===== config.mk =====
export PLATFORM = sky130hd
export DESIGN_NAME = pllrh_config
export DESIGN_NICKNAME = d
export VERILOG_FILES = /design/src/verilog/pllrh_pkg.sv /design/src/verilog/pllrh_config.sv /design/src/verilog/pllrh_hold_ctrl.sv
export VERILOG_INCLUDE_DIRS = /design/src /design/src/verilog
export SDC_FILE = /design/constraint.sdc
export NUM_CORES = 1
export LEC_CHECK = 0
export ABC_AREA = 1
export BUFFER_PORTS_ARGS = -buffer_cell sky130_fd_sc_hd__clkbuf_2
export CAP_MARGIN = 20
export CORE_UTILIZATION = 35
export DETAILED_ROUTE_END_ITERATION = 10
export GPL_TIMING_DRIVEN = 1
export SETUP_SLACK_MARGIN = 0.4
export SLEW_MARGIN = 20
export SYNTH_ARGS = -nofsm -noshare
export SYNTH_HDL_FRONTEND = slang
export SYNTH_HIERARCHICAL = 1
export SYNTH_SLANG_ARGS = --single-unit
export TNS_END_PERCENT = 1

===== constraint.sdc =====
create_clock -name clk_sys -period 1.3 [get_ports clk_sys]
set_input_delay 0.26 -clock clk_sys [delete_from_list [all_inputs] [get_ports clk_sys]]
set_output_delay 0.26 -clock clk_sys [all_outputs]
set_load 0.01 [all_outputs]

===== src/verilog/pllrh_regs.svh =====
`ifndef PLLRH_REGS_SVH
`define PLLRH_REGS_SVH

// ----------------------------------------
// register addresses
// ----------------------------------------
`define PLLRH_ADDR_W        10
`define PLLRH_ADDR_REFCTL   10'h01D
`define PLLRH_ADDR_ZDCTL    10'h01E
`define PLLRH_ADDR_PLLSTAT  10'h01F

// ----------------------------------------
// reset values and writable masks
// ----------------------------------------
`define PLLRH_REFCTL_RST    8'h80
`define PLLRH_REFCTL_MASK   8'hFB
`define PLLRH_ZDCTL_RST     8'h00
`define PLLRH_ZDCTL_MASK    8'h1E
`define PLLRH_STAT_RST      8'h00
`define PLLRH_STAT_MASK     8'h7F
`define PLLRH_ZERO_BYTE     8'h00

`endif


===== src/verilog/pllrh_pkg.sv =====
`default_nettype none

package pllrh_pkg;

    // field order matches register bit order, msb first
    typedef struct packed {
        logic statusEepromSel;
        logic xtalAmpEn;
        logic refDoublerEn;
        logic freezeStatus;
        logic lockCmpEn;
        logic unusedBit2;
        logic extHoldoverSel;
        logic holdoverEn;
    } pllrh_refctl_t;

    typedef struct packed {
        logic [2:0] unusedHigh;
        logic [1:0] fbDividerSel;
        logic       extZeroDelaySel;
        logic       zeroDelayEn;
        logic       unusedBit0;
    } pllrh_zdctl_t;

    typedef struct packed {
        logic internalHoldEn;
        logic externalHoldEn;
        logic externalEntry;
        logic lockQualified;
    } pllrh_hold_t;

endpackage

`default_nettype wire


===== src/verilog/pllrh_config.sv =====
// Behaviour
// reference-control bit 7 puts the eeprom status on the status pin, else the status-select choice drives it.
// reference-control bit 6 enables the crystal maintaining amplifier, cleared by default.
// reference-control bit 5 enables the reference doubler, cleared (bypassed) by default.
// while reference-control bit 4 is set the pll status readback register stops updating.
// with reference-control bit 3 clear the holdover controller sees the lock indicator pin as high.
// with reference-control bit 3 set the lock indicator comparator output tells whether the pll was locked.
// reference-control bit 1 hands holdover entry to the output-align pin and disables internal holdover.
// reference-control bit 0 enables holdover, cleared by default.
// zero-delay register bits 4:3 pick channel divider 0 to 3 as external zero-delay feedback, default 0.
// zero delay runs only when its enable bit is set, and a select bit chooses external over internal mode.
// unused bits read as zero and ignore writes, reference-control resets to 0x80 and the rest to zero.
`include "pllrh_regs.svh"
`default_nettype none

module pllrh_config
    import pllrh_pkg::*;
(
    input  wire logic                      clk_sys,
    input  wire logic                      rst,
    input  wire logic [`PLLRH_ADDR_W-1:0] regAddr,
    input  wire logic                      regWrEn,
    input  wire logic [7:0]                regWrData,
    input  wire logic                      regRdEn,
    output logic      [7:0]                regRdData,
    output logic                           regRdValid,
    input  wire logic                      statusEeprom,
    input  wire logic                      statusSelected,
    output logic                           statusPinOut,
    output logic                           xtalAmpEn,
    output logic                           refDoublerEn,
    input  wire logic [7:0]                pllStatusLive,
    input  wire logic                      lockIndicatorPin,
    input  wire logic                      outputAlignPin,
    output logic                           holdoverInternalEn,
    output logic                           holdoverExternalEn,
    output logic                           holdoverExternalEntry,
    output logic                           holdoverLockQualified,
    output logic                           zeroDelayInternalEn,
    output logic                           zeroDelayExternalEn,
    output logic      [1:0]                zeroDelayFbSel,
    output logic      [3:0]                zeroDelayFbOneHot
);

    // ----------------------------------------
    // helpers
    // ----------------------------------------
    function automatic logic [7:0] applyMask(input logic [7:0] val, input logic [7:0] mask);
        applyMask = val & mask;
    endfunction

    function automatic logic [3:0] decodeFb(input logic [1:0] sel);
        decodeFb = 4'h1 << sel;
    endfunction

    // ----------------------------------------
    // configuration registers
    // ----------------------------------------
    pllrh_refctl_t refCtl_ff;
    pllrh_refctl_t nxt_refCtl;
    pllrh_zdctl_t  zdCtl_ff;
    pllrh_zdctl_t  nxt_zdCtl;

    always_comb
    begin
        nxt_refCtl = refCtl_ff;
        nxt_zdCtl  = zdCtl_ff;
        // unused bits are masked on the way in so they always read back as zero
        if (regWrEn && regAddr == `PLLRH_ADDR_REFCTL)
        begin
            nxt_refCtl = pllrh_refctl_t'(applyMask(regWrData, `PLLRH_REFCTL_MASK));
        end
        if (regWrEn && regAddr == `PLLRH_ADDR_ZDCTL)
        begin
            nxt_zdCtl = pllrh_zdctl_t'(applyMask(regWrData, `PLLRH_ZDCTL_MASK));
        end
    end

    always_ff @(posedge clk_sys)
    begin
        if (rst)
        begin
            refCtl_ff <= pllrh_refctl_t'(`PLLRH_REFCTL_RST);
            zdCtl_ff  <= pllrh_zdctl_t'(`PLLRH_ZDCTL_RST);
        end
        else
        begin
            refCtl_ff <= nxt_refCtl;
            zdCtl_ff  <= nxt_zdCtl;
        end
    end

    // ----------------------------------------
    // status snapshot
    // ----------------------------------------
    logic [7:0] statSnap_ff;
    logic [7:0] nxt_statSnap;

    always_comb
    begin
        nxt_statSnap = statSnap_ff;
        // frozen snapshot lets software read a coherent set of status bits
        if (!refCtl_ff.freezeStatus)
        begin
            nxt_statSnap = applyMask(pllStatusLive, `PLLRH_STAT_MASK);
        end
    end

    always_ff @(posedge clk_sys)
    begin
        if (rst)
        begin
            statSnap_ff <= `PLLRH_STAT_RST;
        end
        else
        begin
            statSnap_ff <= nxt_statSnap;
        end
    end

    // ----------------------------------------
    // read port
    // ----------------------------------------
    logic [7:0] rdData_ff;
    logic [7:0] nxt_rdData;
    logic       rdValid_ff;
    logic       nxt_rdValid;

    always_comb
    begin
        // a read in the same cycle as a write returns the old contents
        nxt_rdData  = rdData_ff;
        nxt_rdValid = regRdEn;
        if (regRdEn)
        begin
            case (regAddr)
                `PLLRH_ADDR_REFCTL:  nxt_rdData = 8'(refCtl_ff);
                `PLLRH_ADDR_ZDCTL:   nxt_rdData = 8'(zdCtl_ff);
                `PLLRH_ADDR_PLLSTAT: nxt_rdData = statSnap_ff;
                default:             nxt_rdData = `PLLRH_ZERO_BYTE;
            endcase
        end
    end

    always_ff @(posedge clk_sys)
    begin
        if (rst)
        begin
            rdData_ff  <= `PLLRH_ZERO_BYTE;
            rdValid_ff <= 1'b0;
        end
        else
        begin
            rdData_ff  <= nxt_rdData;
            rdValid_ff <= nxt_rdValid;
        end
    end

    assign regRdData  = rdData_ff;
    assign regRdValid = rdValid_ff;

    // ----------------------------------------
    // control outputs
    // ----------------------------------------
    assign statusPinOut = refCtl_ff.statusEepromSel ? statusEeprom : statusSelected;
    assign xtalAmpEn    = refCtl_ff.xtalAmpEn;
    assign refDoublerEn = refCtl_ff.refDoublerEn;

    pllrh_hold_t holdCtl;

    pllrh_hold_ctrl uHold
    (
        .refCtl           (refCtl_ff),
        .lockIndicatorPin (lockIndicatorPin),
        .outputAlignPin   (outputAlignPin),
        .holdCtl          (holdCtl)
    );

    assign holdoverInternalEn    = holdCtl.internalHoldEn;
    assign holdoverExternalEn    = holdCtl.externalHoldEn;
    assign holdoverExternalEntry = holdCtl.externalEntry;
    assign holdoverLockQualified = holdCtl.lockQualified;

    assign zeroDelayInternalEn = zdCtl_ff.zeroDelayEn & ~zdCtl_ff.extZeroDelaySel;
    assign zeroDelayExternalEn = zdCtl_ff.zeroDelayEn & zdCtl_ff.extZeroDelaySel;
    // feedback choice only matters in external mode but stays visible for debug
    assign zeroDelayFbSel    = zdCtl_ff.fbDividerSel;
    assign zeroDelayFbOneHot = decodeFb(zdCtl_ff.fbDividerSel);
endmodule // pllrh_config

`default_nettype wire


===== src/verilog/pllrh_hold_ctrl.sv =====
`default_nettype none

module pllrh_hold_ctrl
    import pllrh_pkg::*;
(
    input  wire pllrh_refctl_t refCtl,
    input  wire logic          lockIndicatorPin,
    input  wire logic          outputAlignPin,
    output pllrh_hold_t        holdCtl
);

    // ----------------------------------------
    // holdover routing
    // ----------------------------------------
    // pure routing of config bits; the holdover state machine sits outside
    always_comb
    begin
        // comparator off: pin reads as a constant high to the controller
        holdCtl.lockQualified  = refCtl.lockCmpEn ? lockIndicatorPin : 1'b1;
        holdCtl.internalHoldEn = refCtl.holdoverEn & ~refCtl.extHoldoverSel;
        holdCtl.externalHoldEn = refCtl.holdoverEn & refCtl.extHoldoverSel;
        holdCtl.externalEntry  = holdCtl.externalHoldEn & outputAlignPin;
    end

endmodule // pllrh_hold_ctrl

`default_nettype wire


==> qor.yml, run 1 <==
die:
  start_util: 0.374
  die_y_um: 62.7
  rows: 21
  core_region_area_um2: 3440
  die-area_um2: 3930
  io_pins: 58
  die_x_um: 62.7
timing:
  period_needed_ps: 1310
  period_share: 1.01
  grt_setup_unrepaired: "yes"
  max_freq_mhz: 762
  max_slew.worst_pin.slew_ps: 252
  setup_slack_ps: -12.7
  hold_violations: 0
  max-slew-margin-rel: 0.831
  drv_slew: 0
  final-setup-viol-count: 1
  fin_worst_skew_ps: 1.09
placement:
  placed_cell_area_um2: 1680
  io_buffers: 56
  dp_hpwl_um: 2470
  gp_congestion: 0.758
setup_path:
  critPathKind: "reg -> out"
  crit_required_ps: 1040
  r2r_setup_slack_ps: 440
  worstPathArrival_ps: 1050
  startpoint_type: "flip-flop"
  reg2reg_depth: 4
  reg2reg_from: "refCtl_ff[7]$_SDFFE_PP1P_"
  timing.critical_path.to_type: "output pin"
  timing.rr.end: "regRdData[7]$_SDFFE_PP0P_"
  cp_max_fo: 2
  crit_start: "refCtl_ff[7]$_SDFFE_PP1P_"
worst_hold_path:
  holdCritPathClass: "in -> reg"
  hold_depth: 3
  hold-path-endpoint: "refCtl_ff[7]$_SDFFE_PP1P_"
  min-delay-start: "regWrData[7]"
synth:
  ys_warn_count: 6
  syn-cell-area_um2: 1290
  synthCells: 178
  synth_nets: 212
  syn_area_per_cell_um2: 7.24
global_routing:
  first_global_vias: 1153
  grt_util_all_layers: 0.166
  grt_overflow: 0
  grt_antenna_before_repair: 0
  grt_pass1_wl_um: 5200
  grt_start_max_net_pins: 19
route:
  drt_wl_total_um: 3450
  dr_total_vias: 1353
  wl_per_cell_um: 12.0
  antenna_left: 0
  via_per_inst: 4.71
  drc: 0
  drtIter0Drc: 37
  firstDrtPassIters: 2
finish:
  nNetsFinal: 276
  area_growth_pct: 64.2
  drive_gt1_frac: 0.651
  stdcell_area_um2: 2120
  n_antenna_cell: 0
outcome:
  violations: "negative setup slack"
  outcome: "finished, violations left"
power:
  ir_drop_mv: 0.463
  p_comb_frac: 0.137
  p_leak_nw: 0.982
  p_sw_mw: 0.371
  power.share.clock: 0.309
  switching_share: 0.245
  power_density_nw_per_um2: 716
  seqPwrFrac: 0.554
  p_total_mw: 1.52
  cell_internal_pwr_mw: 1.14
run:
  drv_cap: 0
clocking:
  cts_buffers: 3
  worstSkewPairLatency_ps: 270
  cts_max_level: 1
  clock_path_buffers: 2
  postCtsHoldBufs: 0
  cts-root-buf: "clkbuf_8"
  cts_tree: "yes"
  clk_pin_slew_ps: 90
  clock-sinks: 27
[power by group through the flow]
| stage | Clock (mW) | Combinational (mW) | Sequential, mW |
|---|---|---|---|
| after floorplan | 0 | 0.0777 | 0.866 |
| after global placement | 0 | 0.162 | 0.867 |
| after detailed placement | 0 | 0.164 | 0.868 |
| after CTS | 0.476 | 0.180 | 0.844 |
| after global routing | 0.512 | 0.228 | 0.841 |
| final | 0.469 | 0.208 | 0.839 |
[state kept, by name, summed over array words and instances, names as in the netlist]
signal	cells
xtalAmpEn	1
zdCtl_ff	2
refCtl_ff	5
regRdValid	1
zeroDelayFbSel	2
regRdData	8
refDoublerEn	1
statSnap_ff	7
[cells in the final DEF (no fill, tap or decap), types with 5 or more instances in the layout]
cell type and n:
clkbuf_2 28, nor2_1 25, nand2_1 17, buf_6 17, dfxtp_2 15, inv_1 12
a21oi_2 12, nand3_2 12, o21ai_2 10, buf_2 9, nand2_2 8, buf_4 8
inv_2 7, o21ai_0 7, nand4_1 7, dfxtp_1 7, dfxtp_4 5
[worst max-delay path: stages, from the launching register on]
cell	delay, ps
dfxtp_2	350
mux2_4	310
buf_6	130
[metrics by stage]
stage	setup slack [ps]	util	hold WS (ps)	cells	setup TNS, ps
global placement	-27.5	0.489	456	281	-77.8
finish	-12.7	0.615	210	287	-12.7
detailed placement	-40.6	0.489	460	281	-138
floorplan	221	-	373	178	0
global route	-36.5	0.615	232	287	-36.5
CTS	-6.73	0.542	195	286	-6.73
[cell type report]
class,instances,area [um2]
Fill cell,330,1330
Multi-Input combinational cell,121,836
Sequential cell,27,578
Tap cell,46,57.6
Timing Repair Buffer,65,487
Inverter,24,113
Clock buffer,4,45.0
[worst max-delay path by stage]
stage / endpoint / slack, ps
after floorplan: refCtl_ff[4]$_SDFFE_PP0P_ / 220
after global placement: zdCtl_ff[2]$_SDFFE_PP0P_ / -30
after detailed placement: zdCtl_ff[2]$_SDFFE_PP0P_ / -40
after CTS: statusPinOut / -7
after global routing: statusPinOut / -40
final: statusPinOut / -10
[per-layer routing]
metal,GRT usage,routed length [um],up-vias
met4,0.0349,38,0
met2,0.273,1750,30
met5,0,0,-
met1,0.227,1540,611
met3,0.0274,130,6
li1,-,-,706
[timing repair]
action                                  4_1_cts  5_1_grt
endpoints found under the setup margin       50       47
resized for setup                            49       88
buffers inserted                              1        1
pin swaps                                    38       51
No activity file was read; power rests on OpenSTA's default activity.
==> inputs of run 2 (changes only) <==
--- a/config.mk
+++ b/config.mk
@@ -9,10 +9,11 @@
 export ABC_AREA = 1
 export BUFFER_PORTS_ARGS = -buffer_cell sky130_fd_sc_hd__clkbuf_2
 export CAP_MARGIN = 20
-export CORE_UTILIZATION = 35
+export CORE_UTILIZATION = 40
 export DETAILED_ROUTE_END_ITERATION = 10
 export GPL_TIMING_DRIVEN = 1
-export SETUP_SLACK_MARGIN = 0.4
+export PLACE_DENSITY = 0.7
+export SETUP_SLACK_MARGIN = 0.05
 export SLEW_MARGIN = 20
 export SYNTH_ARGS = -nofsm -noshare
 export SYNTH_HDL_FRONTEND = slang
==> constraint.sdc (replaced) <==
create_clock -name clk_sys -period 1.3 [get_ports clk_sys]
set_input_delay 0.325 -clock clk_sys [delete_from_list [all_inputs] [get_ports clk_sys]]
set_output_delay 0.325 -clock clk_sys [all_outputs]
set_load 0.01 [all_outputs]
==> qor.yml, run 2 (synthesis gave the netlist of run 1 again) <==
route:
  firstDrtPassIters: 4
  via_per_inst: 4.63
  drtIter0Drc: 28
  antenna_left: 0
  drt_wl_total_um: 3080
  dr_total_vias: 1324
  wl_per_cell_um: 10.8
  drc: 0
clocking:
  clock-sinks: 27
  cts_buffers: 3
  clk_pin_slew_ps: 140
  postCtsHoldBufs: 0
  worstSkewPairLatency_ps: 330
  cts-root-buf: "clkbuf_4"
  clock_path_buffers: 2
  cts_tree: "yes"
  cts_max_level: 1
power:
  p_leak_nw: 0.880
  power_density_nw_per_um2: 793
  ir_drop_mv: 0.444
placement:
  dp_hpwl_um: 2310
  gp_congestion: 0.809
  io_buffers: 56
  place_inst: 281
  placed_cell_area_um2: 1660
die:
  start_util: 0.422
  core_region_area_um2: 3050
  die-area_um2: 3450
  die_y_um: 58.8
  rows: 20
  io_pins: 58
  die_x_um: 58.8
run:
  drv_cap: 0
outcome:
  outcome: "finished, violations left"
  violations: "negative setup slack"
global_routing:
  grt_overflow: 0
  first_global_vias: 1171
  grt_antenna_before_repair: 0
  grt_pass1_wl_um: 5000
  grt_util_all_layers: 0.189
  grt_start_max_net_pins: 19
setup_path:
  worstPathArrival_ps: 1110
  r2r_setup_slack_ps: 340
  cp_max_fo: 2
  reg2reg_from: "refCtl_ff[4]$_SDFFE_PP0P_"
  timing.rr.end: "statSnap_ff[6]$_SDFFE_PP0N_"
  reg2reg_depth: 3
  timing.critical_path.to_type: "output pin"
  startpoint_type: "flip-flop"
  critPathKind: "reg -> out"
  crit_required_ps: 980
timing:
  fin_worst_skew_ps: 8.22
  max_freq_mhz: 698
  period_share: 1.10
  max_slew.worst_pin.slew_ps: 260
  hold_violations: 0
  finalHoldWorstSlack_ps: 211
  grt_setup_unrepaired: "yes"
  setup_slack_ps: -134
  max-slew-margin-rel: 0.826
  final-setup-viol-count: 1
  tns_ps: -134
  period_needed_ps: 1430
  drv_slew: 0
finish:
  stdcell_count: 286
  nNetsFinal: 277
  largest_register_ffs: 8
  n_antenna_cell: 0
  final_common_cell: "clkbuf_2"
  regArea_um2: 558
  drive_gt1_frac: 0.384
  layout_common_cells: "clkbuf_2, nor2_1, nand2_1"
  nFillCells: 333
  final_core_util: 0.564
  multi_input_area_um2: 632
  area_growth_pct: 33.7
  stdcell_area_um2: 1720
worst_hold_path:
  hold-path-endpoint: "refCtl_ff[7]$_SDFFE_PP1P_"
  min-delay-start: "regWrData[7]"
  holdCritPathClass: "in -> reg"
  hold_depth: 3
[run 2: cell types whose count changed in the layout (fill, tap and decap cells not counted), moves of 11 or more]
cell,previous run,this run
clkbuf_2,28,47
buf_6,17,1
dfxtp_1,7,19
nand3_1,0,12
nand3_2,12,1
[run 2: where the power goes]
group / switching, mW / internal (mW) / total (mW) / leakage, nW
combinational: 0.0842 / 0.0712 / 0.155 / 0.641
sequential: 0.00751 / 0.835 / 0.843 / 0.224
clock: 0.248 / 0.120 / 0.369 / 0.0150
[run 2: layout make-up]
cell class                      count  share of cell area
Timing Repair Buffer               66               0.210
Multi-Input combinational cell    121               0.367
Sequential cell                    27               0.324
Inverter                           24              0.0523
Clock buffer                        4              0.0153
Tap cell                           44              0.0320
[run 2: how the worst max path moves through the flow]
stage                                endpoint  slack, ps  depth (start not counted)                 startpoint
floorplan           refCtl_ff[4]$_SDFFE_PP0P_        130                          7                 regAddr[5]
global placement    refCtl_ff[1]$_SDFFE_PP0P_          4                          8                 regAddr[3]
detailed placement  refCtl_ff[1]$_SDFFE_PP0P_        -40                          8                 regAddr[3]
CTS                              statusPinOut       -140                          2  refCtl_ff[7]$_SDFFE_PP1P_
global route                     statusPinOut       -180                          2  refCtl_ff[7]$_SDFFE_PP1P_
finish                           statusPinOut       -130                          2  refCtl_ff[7]$_SDFFE_PP1P_
[run 2: through the flow]
step	power (mW)	setup slack, ps
6_report	1.37	-134
5_1_grt	1.43	-183
4_1_cts	1.37	-138
3_5_place_dp	1.02	-35.3
3_3_place_gp	1.01	4.10
2_1_floorplan	0.934	132
[run 2: worst max-delay path, stage by stage, from the launching register on]
cell and delay (ps):
dfxtp_2 370, mux2_4 300, buf_6 120
[run 2: layer usage]
layer	vias to the layer above	global-route usage	wire (um)
li1	703	-	-
met1	579	0.239	1370
met2	40	0.328	1520
met3	2	0.0286	169
met4	0	0.0612	24
met5	-	0	0
[run 2: repair_timing]
item,CTS,global route
buffers inserted,1,0
endpoints found under the setup margin,12,11
pin swaps,3,3
resized for setup,12,15
